$ cat config.mk
export PLATFORM = sky130hd
export DESIGN_NAME = psq_sequencer
export DESIGN_NICKNAME = d
export VERILOG_FILES = /design/src/psq_pkg.sv /design/src/psq_sequencer.sv
export VERILOG_INCLUDE_DIRS = /design/src
export SDC_FILE = /design/constraint.sdc
export NUM_CORES = 1
export LEC_CHECK = 0
export BUFFER_PORTS_ARGS = -buffer_cell sky130_fd_sc_hd__buf_2
export CORE_ASPECT_RATIO = 1.25
export CORE_MARGIN = 2
export CORE_UTILIZATION = 54
export CTS_CLUSTER_SIZE = 12
export DETAILED_ROUTE_END_ITERATION = 12
export PLACE_DENSITY = 0.81
export SLEW_MARGIN = 5
export SYNTH_ARGS = -nofsm -noshare
export SYNTH_HDL_FRONTEND = slang
export SYNTH_SLANG_ARGS = --single-unit
$ cat constraint.sdc
create_clock -name CLK -period 4.35 [get_ports CLK]
set_clock_uncertainty 0.05 [all_clocks]
set_input_delay 0.2175 -clock CLK [delete_from_list [all_inputs] [get_ports CLK]]
set_output_delay 0.2175 -clock CLK [all_outputs]
set_load 0.05 [all_outputs]
$ cat src/psq_defs.svh
`ifndef PSQ_DEFS_SVH
`define PSQ_DEFS_SVH

// ----------------------------------------------------------------
// counter geometry
// ----------------------------------------------------------------
`define PSQ_PC_W 14
`define PSQ_OFS_W 7
`define PSQ_PAGE_W 7
`define PSQ_OFS_LAST 7'h7f
`define PSQ_ROM_W 10
`define PSQ_TBL_W 8
`define PSQ_SP_RESET 3'h7
`define PSQ_PAGE_ONE 7'h01
`define PSQ_PAGE_TWO 7'h02
`define PSQ_TBL_PAGE_W 6

// ----------------------------------------------------------------
// register file offsets (byte addresses)
// ----------------------------------------------------------------
`define PSQ_REG_CTRL 8'h00
`define PSQ_REG_PC 8'h04
`define PSQ_REG_SP 8'h08
`define PSQ_REG_DP 8'h0c
`define PSQ_REG_CTX 8'h10
`define PSQ_REG_FLAGS 8'h14
`define PSQ_REG_TBL 8'h18
`define PSQ_CTRL_RUN_BIT 0
`define PSQ_CTRL_BACKUP_BIT 1

`endif

$ cat src/psq_pkg.sv
`default_nettype none
`include "psq_defs.svh"

package psq_pkg;

    // instruction classes presented by the decoder
    typedef enum logic [3:0] {
        PSQ_OP_NONE,
        PSQ_OP_SEQ,
        PSQ_OP_BRANCH,
        PSQ_OP_CALL,
        PSQ_OP_CALL_PAGE2,
        PSQ_OP_RET,
        PSQ_OP_RETI,
        PSQ_OP_TABLE,
        PSQ_OP_BANK_HI,
        PSQ_OP_BANK_LO,
        PSQ_OP_INTR
    } psq_op_t;

    // ram pointer: group, file, digit
    typedef struct packed {
        logic grp;
        logic [3:0] file;
        logic [3:0] digit;
    } psq_dp_t;

    // interrupt context store contents
    typedef struct packed {
        psq_dp_t dp;
        logic carry;
        logic skip;
        logic [3:0] acc;
        logic [3:0] breg;
    } psq_ctx_t;

    // one instruction step from the decoder
    typedef struct packed {
        psq_op_t op;
        logic [1:0] len;
        logic [13:0] target;
        logic [6:0] tbl_ofs;
    } psq_step_t;

endpackage : psq_pkg

`default_nettype wire

$ cat src/psq_sequencer.sv
// Implementation choices: the placing of the registers and the AXI4-Lite register port.
`timescale 1ns/100ps
`default_nettype none
`include "psq_defs.svh"

module psq_sequencer
    import psq_pkg::*;
(
    input wire logic CLK,
    input wire logic RST_B,
    input wire logic CE,
    // instruction stream
    input wire psq_step_t STEP,
    input wire logic STEP_VALID,
    input wire logic [6:0] INT_VECTOR,
    input wire psq_ctx_t CUR_CTX,
    input wire psq_dp_t DP_LOAD,
    input wire logic DP_LOAD_EN,
    input wire logic [`PSQ_ROM_W-1:0] ROM_DATA,
    output logic [`PSQ_PC_W-1:0] ROM_ADDR,
    output logic [`PSQ_PC_W-1:0] PC_OUT,
    output logic [2:0] SP_OUT,
    output psq_dp_t DP_OUT,
    output logic [3:0] PORT_BIT_POS,
    output psq_ctx_t CTX_OUT,
    output logic CTX_RESTORE,
    output logic [`PSQ_TBL_W-1:0] TBL_DATA,
    output logic TBL_VALID,
    // axi4-lite slave
    input wire logic [7:0] AWADDR,
    input wire logic AWVALID,
    output logic AWREADY,
    input wire logic [31:0] WDATA,
    input wire logic [3:0] WSTRB,
    input wire logic WVALID,
    output logic WREADY,
    output logic [1:0] BRESP,
    output logic BVALID,
    input wire logic BREADY,
    input wire logic [7:0] ARADDR,
    input wire logic ARVALID,
    output logic ARREADY,
    output logic [31:0] RDATA,
    output logic [1:0] RRESP,
    output logic RVALID,
    input wire logic RREADY
);

    // ----------------------------------------------------------------
    // state
    // ----------------------------------------------------------------
    logic [`PSQ_PC_W-1:0] instruction_counter_ff;
    logic [`PSQ_PC_W-1:0] call_stack_slot_ff [8];
    logic [2:0] stack_level_pointer_ff;
    psq_dp_t ram_pointer_ff;
    psq_ctx_t interrupt_context_store_ff;
    logic upper_bank_select_ff;
    logic tbl_pending_ff;
    logic [`PSQ_PC_W-1:0] tbl_return_ff;
    logic run_ff;
    logic backup_ff;
    logic backup_prev_ff;
    logic [`PSQ_TBL_W-1:0] tbl_data_ff;
    logic tbl_valid_ff;
    logic ctx_restore_ff;

    logic [`PSQ_PC_W-1:0] nxt_pc;
    logic [2:0] nxt_sp;
    logic push;
    logic pop;
    logic go;
    logic backup_exit;

    // wrapping pointer arithmetic, used by push and pop
    function automatic logic [2:0] sp_step(input logic [2:0] sp, input logic up);
        sp_step = up ? 3'(sp + 3'h1) : 3'(sp - 3'h1);
    endfunction

    // sequential advance: offset rollover carries into page
    function automatic logic [`PSQ_PC_W-1:0] pc_advance(input logic [`PSQ_PC_W-1:0] pc,
                                                        input logic [1:0] len);
        pc_advance = `PSQ_PC_W'(pc + `PSQ_PC_W'(len));
    endfunction

    assign go = CE && run_ff && STEP_VALID;
    assign backup_exit = backup_prev_ff && !backup_ff;

    // ----------------------------------------------------------------
    // next counter and pointer
    // ----------------------------------------------------------------
    // table fetch: ride one cycle on the fetched address, then come back
    always_comb begin
        nxt_pc = instruction_counter_ff;
        nxt_sp = stack_level_pointer_ff;
        push = 1'b0;
        pop = 1'b0;
        if (tbl_pending_ff) begin
            nxt_pc = tbl_return_ff;
            nxt_sp = sp_step(stack_level_pointer_ff, 1'b0);
        end else begin
            case (STEP.op)
                PSQ_OP_SEQ, PSQ_OP_BANK_HI, PSQ_OP_BANK_LO: begin
                    nxt_pc = pc_advance(instruction_counter_ff, STEP.len);
                end
                PSQ_OP_BRANCH: begin
                    nxt_pc = STEP.target;
                end
                PSQ_OP_CALL: begin
                    nxt_pc = STEP.target;
                    push = 1'b1;
                end
                PSQ_OP_CALL_PAGE2: begin
                    nxt_pc = {`PSQ_PAGE_TWO, STEP.target[`PSQ_OFS_W-1:0]};
                    push = 1'b1;
                end
                PSQ_OP_INTR: begin
                    nxt_pc = {`PSQ_PAGE_ONE, INT_VECTOR};
                    push = 1'b1;
                end
                PSQ_OP_TABLE: begin
                    // page from low bank bits plus select, offset from decoder
                    nxt_pc = {upper_bank_select_ff, STEP.target[`PSQ_PC_W-2:`PSQ_OFS_W],
                              STEP.tbl_ofs};
                    push = 1'b1;
                end
                PSQ_OP_RET, PSQ_OP_RETI: begin
                    // the popped slot keeps its value until a later push
                    nxt_pc = call_stack_slot_ff[stack_level_pointer_ff];
                    pop = 1'b1;
                end
                default: begin
                    nxt_pc = instruction_counter_ff;
                end
            endcase
            if (push) begin
                nxt_sp = sp_step(stack_level_pointer_ff, 1'b1);
            end else if (pop) begin
                nxt_sp = sp_step(stack_level_pointer_ff, 1'b0);
            end
        end
    end

    // program counter
    always_ff @(posedge CLK or negedge RST_B) begin
        if (!RST_B) begin
            instruction_counter_ff <= '0;
        end else if (go || (CE && tbl_pending_ff)) begin
            instruction_counter_ff <= nxt_pc;
        end
    end

    // level pointer; backup release forces 7 like reset
    always_ff @(posedge CLK or negedge RST_B) begin
        if (!RST_B) begin
            stack_level_pointer_ff <= `PSQ_SP_RESET;
        end else if (CE && backup_exit) begin
            stack_level_pointer_ff <= `PSQ_SP_RESET;
        end else if (go || (CE && tbl_pending_ff)) begin
            stack_level_pointer_ff <= nxt_sp;
        end
    end

    // return slots: write at the freshly advanced level
    // no reset: a slot is undefined until a push fills it
    always_ff @(posedge CLK) begin
        if (go && !tbl_pending_ff && push) begin
            if (STEP.op == PSQ_OP_INTR) begin
                call_stack_slot_ff[nxt_sp] <= instruction_counter_ff;
            end else begin
                // return address is the instruction after the call
                call_stack_slot_ff[nxt_sp] <= pc_advance(instruction_counter_ff,
                                                         STEP.len);
            end
        end
    end

    // table fetch bookkeeping and returned byte
    always_ff @(posedge CLK or negedge RST_B) begin
        if (!RST_B) begin
            tbl_pending_ff <= 1'b0;
            tbl_return_ff <= '0;
            tbl_data_ff <= '0;
            tbl_valid_ff <= 1'b0;
        end else if (CE) begin
            tbl_valid_ff <= 1'b0;
            if (tbl_pending_ff) begin
                tbl_pending_ff <= 1'b0;
                tbl_data_ff <= ROM_DATA[`PSQ_TBL_W-1:0];
                tbl_valid_ff <= 1'b1;
            end else if (go && STEP.op == PSQ_OP_TABLE) begin
                tbl_pending_ff <= 1'b1;
                tbl_return_ff <= pc_advance(instruction_counter_ff, STEP.len);
            end
        end
    end

    // bank select, lower bank after reset
    always_ff @(posedge CLK or negedge RST_B) begin
        if (!RST_B) begin
            upper_bank_select_ff <= 1'b0;
        end else if (go && !tbl_pending_ff) begin
            if (STEP.op == PSQ_OP_BANK_HI) begin
                upper_bank_select_ff <= 1'b1;
            end else if (STEP.op == PSQ_OP_BANK_LO) begin
                upper_bank_select_ff <= 1'b0;
            end
        end
    end

    // ----------------------------------------------------------------
    // ram pointer and interrupt context
    // ----------------------------------------------------------------
    // the whole ram pointer is left unreset on purpose: software must load it
    always_ff @(posedge CLK) begin
        if (CE && DP_LOAD_EN) begin
            ram_pointer_ff <= DP_LOAD;
        end
    end

    // only interrupt entry writes it; calls and table fetches pass by
    always_ff @(posedge CLK or negedge RST_B) begin
        if (!RST_B) begin
            interrupt_context_store_ff <= '0;
            ctx_restore_ff <= 1'b0;
        end else if (CE) begin
            ctx_restore_ff <= 1'b0;
            if (go && !tbl_pending_ff && STEP.op == PSQ_OP_INTR) begin
                interrupt_context_store_ff <= CUR_CTX;
            end else if (go && !tbl_pending_ff && STEP.op == PSQ_OP_RETI) begin
                ctx_restore_ff <= 1'b1;
            end
        end
    end

    // ----------------------------------------------------------------
    // outputs
    // ----------------------------------------------------------------
    // all straight from flops, so the decoder sees no comb loop
    assign ROM_ADDR = instruction_counter_ff;
    assign PC_OUT = instruction_counter_ff;
    assign SP_OUT = stack_level_pointer_ff;
    assign DP_OUT = ram_pointer_ff;
    assign PORT_BIT_POS = ram_pointer_ff.digit;
    assign CTX_OUT = interrupt_context_store_ff;
    assign CTX_RESTORE = ctx_restore_ff;
    assign TBL_DATA = tbl_data_ff;
    assign TBL_VALID = tbl_valid_ff;

    // ----------------------------------------------------------------
    // axi4-lite slave
    // ----------------------------------------------------------------
    logic aw_got_ff;
    logic w_got_ff;
    logic [7:0] awaddr_ff;
    logic [31:0] wdata_ff;
    logic [3:0] wstrb_ff;
    logic bvalid_ff;
    logic [1:0] bresp_ff;
    logic rvalid_ff;
    logic [31:0] rdata_ff;
    logic [1:0] rresp_ff;

    assign AWREADY = !aw_got_ff && !bvalid_ff;
    assign WREADY = !w_got_ff && !bvalid_ff;
    assign ARREADY = !rvalid_ff;
    assign BVALID = bvalid_ff;
    assign BRESP = bresp_ff;
    assign RVALID = rvalid_ff;
    assign RDATA = rdata_ff;
    assign RRESP = rresp_ff;

    // capture address and data in either order, answer when both held
    always_ff @(posedge CLK or negedge RST_B) begin
        if (!RST_B) begin
            aw_got_ff <= 1'b0;
            w_got_ff <= 1'b0;
            awaddr_ff <= '0;
            wdata_ff <= '0;
            wstrb_ff <= '0;
            bvalid_ff <= 1'b0;
            bresp_ff <= 2'h0;
        end else if (CE) begin
            if (AWVALID && AWREADY) begin
                aw_got_ff <= 1'b1;
                awaddr_ff <= AWADDR;
            end
            if (WVALID && WREADY) begin
                w_got_ff <= 1'b1;
                wdata_ff <= WDATA;
                wstrb_ff <= WSTRB;
            end
            if (aw_got_ff && w_got_ff) begin
                aw_got_ff <= 1'b0;
                w_got_ff <= 1'b0;
                bvalid_ff <= 1'b1;
                bresp_ff <= (awaddr_ff == `PSQ_REG_CTRL) ? 2'h0 : 2'h2;
            end else if (bvalid_ff && BREADY) begin
                bvalid_ff <= 1'b0;
            end
        end
    end

    // control register: run gate and backup mode
    always_ff @(posedge CLK or negedge RST_B) begin
        if (!RST_B) begin
            run_ff <= 1'b1;
            backup_ff <= 1'b0;
            backup_prev_ff <= 1'b0;
        end else if (CE) begin
            backup_prev_ff <= backup_ff;
            if (aw_got_ff && w_got_ff && awaddr_ff == `PSQ_REG_CTRL && wstrb_ff[0]) begin
                run_ff <= wdata_ff[`PSQ_CTRL_RUN_BIT];
                backup_ff <= wdata_ff[`PSQ_CTRL_BACKUP_BIT];
            end
        end
    end

    // read mux; unmapped offsets answer slverr with zero data
    // trade-off: state is captured at the address edge, not when rready rises
    always_ff @(posedge CLK or negedge RST_B) begin
        if (!RST_B) begin
            rvalid_ff <= 1'b0;
            rdata_ff <= '0;
            rresp_ff <= 2'h0;
        end else if (CE) begin
            if (ARVALID && ARREADY) begin
                rvalid_ff <= 1'b1;
                rresp_ff <= 2'h0;
                case (ARADDR)
                    `PSQ_REG_CTRL: rdata_ff <= {30'h0, backup_ff, run_ff};
                    `PSQ_REG_PC: rdata_ff <= {18'h0, instruction_counter_ff};
                    `PSQ_REG_SP: rdata_ff <= {29'h0, stack_level_pointer_ff};
                    `PSQ_REG_DP: rdata_ff <= {23'h0, ram_pointer_ff};
                    `PSQ_REG_CTX: rdata_ff <= {13'h0, interrupt_context_store_ff};
                    `PSQ_REG_FLAGS: rdata_ff <= {30'h0, tbl_pending_ff, upper_bank_select_ff};
                    `PSQ_REG_TBL: rdata_ff <= {24'h0, tbl_data_ff};
                    default: begin
                        rdata_ff <= '0;
                        rresp_ff <= 2'h2;
                    end
                endcase
            end else if (rvalid_ff && RREADY) begin
                rvalid_ff <= 1'b0;
            end
        end
    end

endmodule // psq_sequencer

`default_nettype wire

# Word level (Yosys, flattened, before mapping)
# Memories as Yosys holds them, arrays and structs flattened.
# Cells that the tools add are included.
# W data, S select, Z words.
# word_totals
mem_count	1
ramBits	112
ff_bits	125
# classes
bitwise_logic	2
n_eq_ne	16
addsub	3
muxes	37
n_reduce_logical	56
# memory_table
name	depth	width	read_ports	rd_ports_with_merged_regs	wr	line_no	source
call_stack_slot_ff	8	14	1	0	1	psq_sequencer.sv:53	logic [`PSQ_PC_W-1:0] call_stack_slot_ff [8];
# ops
op	n
$pmux W19 S7	1
$pmux W14 S6	1
$mux W14	2
$mux W1	26
$reduce_and A2 Y1	13
$eq A8 B5 Y1 const B	3
$logic_and A1 B1 Y1	21
$eq A4 B3 Y1 const B	4
$eq A8 B4 Y1 const B	2
$logic_not A8 Y1	2
$mux W3	5
$add A14 B2 Y14	1
$eq A4 B4 Y1 const B	3
$reduce_bool A2 Y1	6
$eq A4 B2 Y1 const B	2
$eq A8 B3 Y1 const B	1
$reduce_bool A7 Y1	1
$reduce_or A7 Y1	1
$logic_not A1 Y1	6
$eq A4 B1 Y1 const B	1
$mux W2	2
$reduce_or A2 Y1	2
$reduce_or A4 Y1	1
$add A3 B1 Y3 const B	1
6 further kinds	6

# Logic depth before layout (Yosys ltp)
# logic_depth
word_depth	9
depth_mapped	9
mapped_depth_nobuf	8

# Worst setup path after synthesis
# No wires, ideal clock.
# synth_timing
kind	flip-flop to flip-flop
start	register stack_level_pointer_ff[1] (netlist: SP_OUT[1])
end	memory call_stack_slot_ff[6][0] (netlist name), enable pin
slack_ps	739
stages_incl_launch_ff	9
setup_ps	406
t_required_ps	3894
t_arrival_ps	3155
path_cell_list	dfstp_2 clkbuf_1 clkbuf_1 inv_1 ha_1 inv_1 a211oi_1 a311oi_2 nor3b_1
# synth_between
elab_chain_len	4
elab_cells_between_ends	5
classes_between	add/sub: 2; mux: 3
# synth_lines
element	line_no	source
from (decl)	psq_sequencer.sv:54	logic [2:0] stack_level_pointer_ff;
from (signal assigned)	psq_sequencer.sv:155	stack_level_pointer_ff <= `PSQ_SP_RESET;
from (signal assigned)	psq_sequencer.sv:157	stack_level_pointer_ff <= `PSQ_SP_RESET;
from (signal assigned)	psq_sequencer.sv:159	stack_level_pointer_ff <= nxt_sp;
$sub A3 B1 Y3	psq_sequencer.sv:76	sp_step = up ? 3'(sp + 3'h1) : 3'(sp - 3'h1);
$mux W3	psq_sequencer.sv:137	end else if (pop) begin
$mux W3	psq_sequencer.sv:135	if (push) begin
$mux W3 (*)	psq_sequencer.sv:97	if (tbl_pending_ff) begin
to (decl)	psq_sequencer.sv:53	
# Every way passes the cells marked *; elsewhere a longest branch is shown, timed or not.

# Worst setup path in the final report
# layout_timing
start	register stack_level_pointer_ff[0] (netlist: SP_OUT[0])
end	memory call_stack_slot_ff[4][8] (netlist name), enable pin
# Same word-level chain as after synthesis.

==> results.sh <==
export IMPL_synth_avg_cell_area_um2=13.07
export IMPL_fp_row_count=56
export IMPL_max_freq_ghz=0.3267
export IMPL_fin_nets=1152
export IMPL_synthFlopType="edfxtp_1"
export IMPL_cts_path_max_buffers=3
export IMPL_crit_fanout=32
export IMPL_grt_pass1_wl_um=42340
export IMPL_syn_to_final_growth_pct=20.92
export IMPL_die_y_um=159.3
export IMPL_ios=248
export IMPL_yosysUniqueCellTypes=76
export IMPL_powerDensity_nw_per_um2=513.3
export IMPL_grt_overflow_total=0
export IMPL_period_share_pct=70.37
export IMPL_grt_pass1_vias=7644
export IMPL_cts_buffers=23
export IMPL_crit_arrival_ps=3140
export IMPL_synthArstFlopShare_pct=45.50
export IMPL_cts_tree="yes"
export IMPL_yosys_area_top_type_share_pct=34.88
export IMPL_cp_num_buf_inv=1
export IMPL_synth_edf_count=121
export IMPL_synth_cell_area_um2=10420
export IMPL_rsz0062_at_grt="no"
export IMPL_die_w_um=128.2
export IMPL_worst_pin_slew_ps=1007
export IMPL_drt_wl_total_um=27820
export IMPL_yosys_warnings=0
export IMPL_yosysTopAreaCell="edfxtp_1"
export IMPL_synthCells=797
export IMPL_fillers=1268
export IMPL_fp_coreArea_um2=18850
export IMPL_clk_pin_slew_ps=70
export IMPL_timing_hold_ws_ps=51.94
export IMPL_cts_htree_levels=1
export IMPL_hold_path_class="in2reg"
export IMPL_ys_seq_area_share_pct=59.19
export IMPL_cap_violations=0
export IMPL_drtPass1Iterations=5
export IMPL_cts_sinks=222
export IMPL_total_leakage_power_nw=5.353
export IMPL_grt_max_degree=61
export IMPL_period_needed_ps=3061
export IMPL_dieArea_um2=20430
export IMPL_num_vias=7652
export IMPL_cpPeakStageDelay_ps=770
export IMPL_required_ps=4430
export IMPL_dp_hpwl_um=18240
export IMPL_max_slew_margin_rel_pct=32.14
export IMPL_cp_slowest_cell="o2111a_1"
export IMPL_ys_ff_latch=222
export IMPL_slew_violations=0
export IMPL_place_congestion=0.9116
export IMPL_finalHoldViolCount=0
export IMPL_routedWlPerCell_um=22.08
export IMPL_num_antenna_cells=0
export IMPL_antenna_found_initial=0
export IMPL_status="completed"
export IMPL_crit_family="compound AO/OA/AOI/OAI gates"
export IMPL_clk_latency_ps=520
export IMPL_worstSetupEndpointType="register"
export IMPL_drc=0
export IMPL_grt_use_total_pct=26.89
export IMPL_ant_nets=0
export IMPL_path_class="reg2reg"
export IMPL_cts_root_buf="clkbuf_16"
export IMPL_start_kind="register"
export IMPL_path_cells="buf_4, ha_1, a32o_2, xor2_4, o2111a_1"
export IMPL_drt_iter0_markers=812
export IMPL_drive_above_1_share_pct=33.56
export IMPL_ir_drop_v=0.0002704
export IMPL_numPortBuffers=197
export IMPL_setup_tns_final_ps=0
export IMPL_start_util_pct=55.27
export IMPL_setup_violations_final=0
export IMPL_yosys_top_cells_area="edfxtp_1, dfrtp_1, mux4_2"
export IMPL_viasPerCell=6.073
[metal layers]
metal  part of all wire (%)  global-route usage [%]  wire length (um)
met5                      0                       0                 0
met4                    5.1                   13.34              1426
met3                    6.4                   4.671              1788
met2                     51                   45.84             14160
met1                     38                   32.85             10450
[area by class of cell]
type                            count  area, um^2  area share (%)
Clock buffer                       38       671.9           5.334
Clock inverter                      2       17.52          0.1391
Inverter                           15       56.30          0.4470
Multi-Input combinational cell    490        3799           30.15
Sequential cell                   222        6166           48.95
Tap cell                          232       290.3           2.304
Timing Repair Buffer              261        1597           12.67
[cells in the mapped netlist (all sizes together), types with 3 or more instances]
cell type,n
edfxtp,121
dfrtp,97
nand2,96
o21ai,57
buf,54
mux2,49
clkbuf,30
mux4,29
nor2,20
a21oi,19
xnor2,16
inv,14
nor3,14
xor2,12
a22oi,11
mux2i,10
a31oi,9
and3,8
nand3,8
nor3b,8
a22o,7
nor2b,7
nor4,6
o22ai,6
a21o,5
a221oi,5
nand4,5
a211oi,4
a32o,4
dfstp,4
ha,4
nand2b,4
nand3b,4
o2111ai,4
o221a,4
o32ai,4
nor4bb,3
o211ai,3
or3,3
or4,3
[registers in the layout, indices dropped and copies added, names as in the netlist, 2 cells and up]
name / count
CTX_OUT: 19
DP_OUT: 5
PC_OUT: 14
PORT_BIT_POS: 4
RDATA: 19
SP_OUT: 3
TBL_DATA: 8
awaddr_ff: 8
call_stack_slot_ff: 112
tbl_return_ff: 14
wdata_ff: 2
[path summary, 6_finish.rpt]
path	startpoint	to	slack, ps	cells after the start
min	STEP[13]	PC_OUT[6]	50	3
max in group asynchronous	RST_B	tbl_return_ff[12]	2880	3
max	SP_OUT[0]	call_stack_slot_ff[4][8]	1290	5
max reg2reg	SP_OUT[0]	call_stack_slot_ff[4][8]	1290	5
min in group asynchronous	RST_B	PC_OUT[1]	270	2
min reg2reg	tbl_return_ff[9]	tbl_return_ff[9]	430	2
[cell usage in the layout (no fill, tap or decap), types with 8 or more instances in the layout]
cell type	count
buf_2	196
edfxtp_1	121
dfrtp_1	97
nand2_1	96
o21ai_0	56
dlygate4sd3_1	51
mux2_2	49
mux4_2	29
clkbuf_16	23
a21oi_1	19
nor2_1	19
xnor2_1	16
conb_1	15
inv_1	14
buf_4	14
xor2_1	11
nor3_1	11
a22oi_1	11
clkbuf_1	11
mux2i_1	10
a31oi_1	9
nand3_1	8
and3_1	8
[report_power, final]
group	internal (mW)	leakage, nW	switching [mW]	total, mW
sequential	2.51	2.46	0.270	2.78
clock	1.05	0.334	0.783	1.83
combinational	0.605	2.56	1.25	1.85
total	4.16	5.35	2.30	6.47
[repair_timing]
| item | in CTS | in global routing |
|---|---|---|
| hold endpoints to repair | 106 | 0 |
| endpoints found under the setup margin | 0 | 0 |
| buffers inserted | 0 | 0 |
| gates resized for setup | 0 | 0 |
| hold buffers | 51 | 0 |
[metrics by stage]
step           instance area, um^2  power (mW)  util, %  instances  setup WS (ps)
5_1_grt                      12600       6.707    66.83       1260           1107
3_5_place_dp                 11400       4.592    60.47       1169           1147
4_1_cts                      12600       6.456    66.83       1260           1240
6_report                     12600       6.466    66.83       1260           1289
2_1_floorplan                10470       4.176        -        811          738.9
3_3_place_gp                 11400       4.555    60.47       1169           1225
[logic make-up after synthesis]
kind of cell	after synthesis	synth area share, %
other	1	0.03600
adders and majority gates	5	0.6726
buffers and inverters	99	5.104
and+or+nand+nor	195	9.525
xor gates and xnor gates	28	2.534
DFF	222	59.19
AOI/OAI and AO/OA	159	10.41
muxes	88	12.53
[worst register-to-register path: stages (launching register included)]
cell and delay (ps):
dfstp_2 530, buf_4 510, ha_1 260, a32o_2 230, xor2_4 310, o2111a_1 770
No activity file was read; power rests on OpenSTA's default activity.
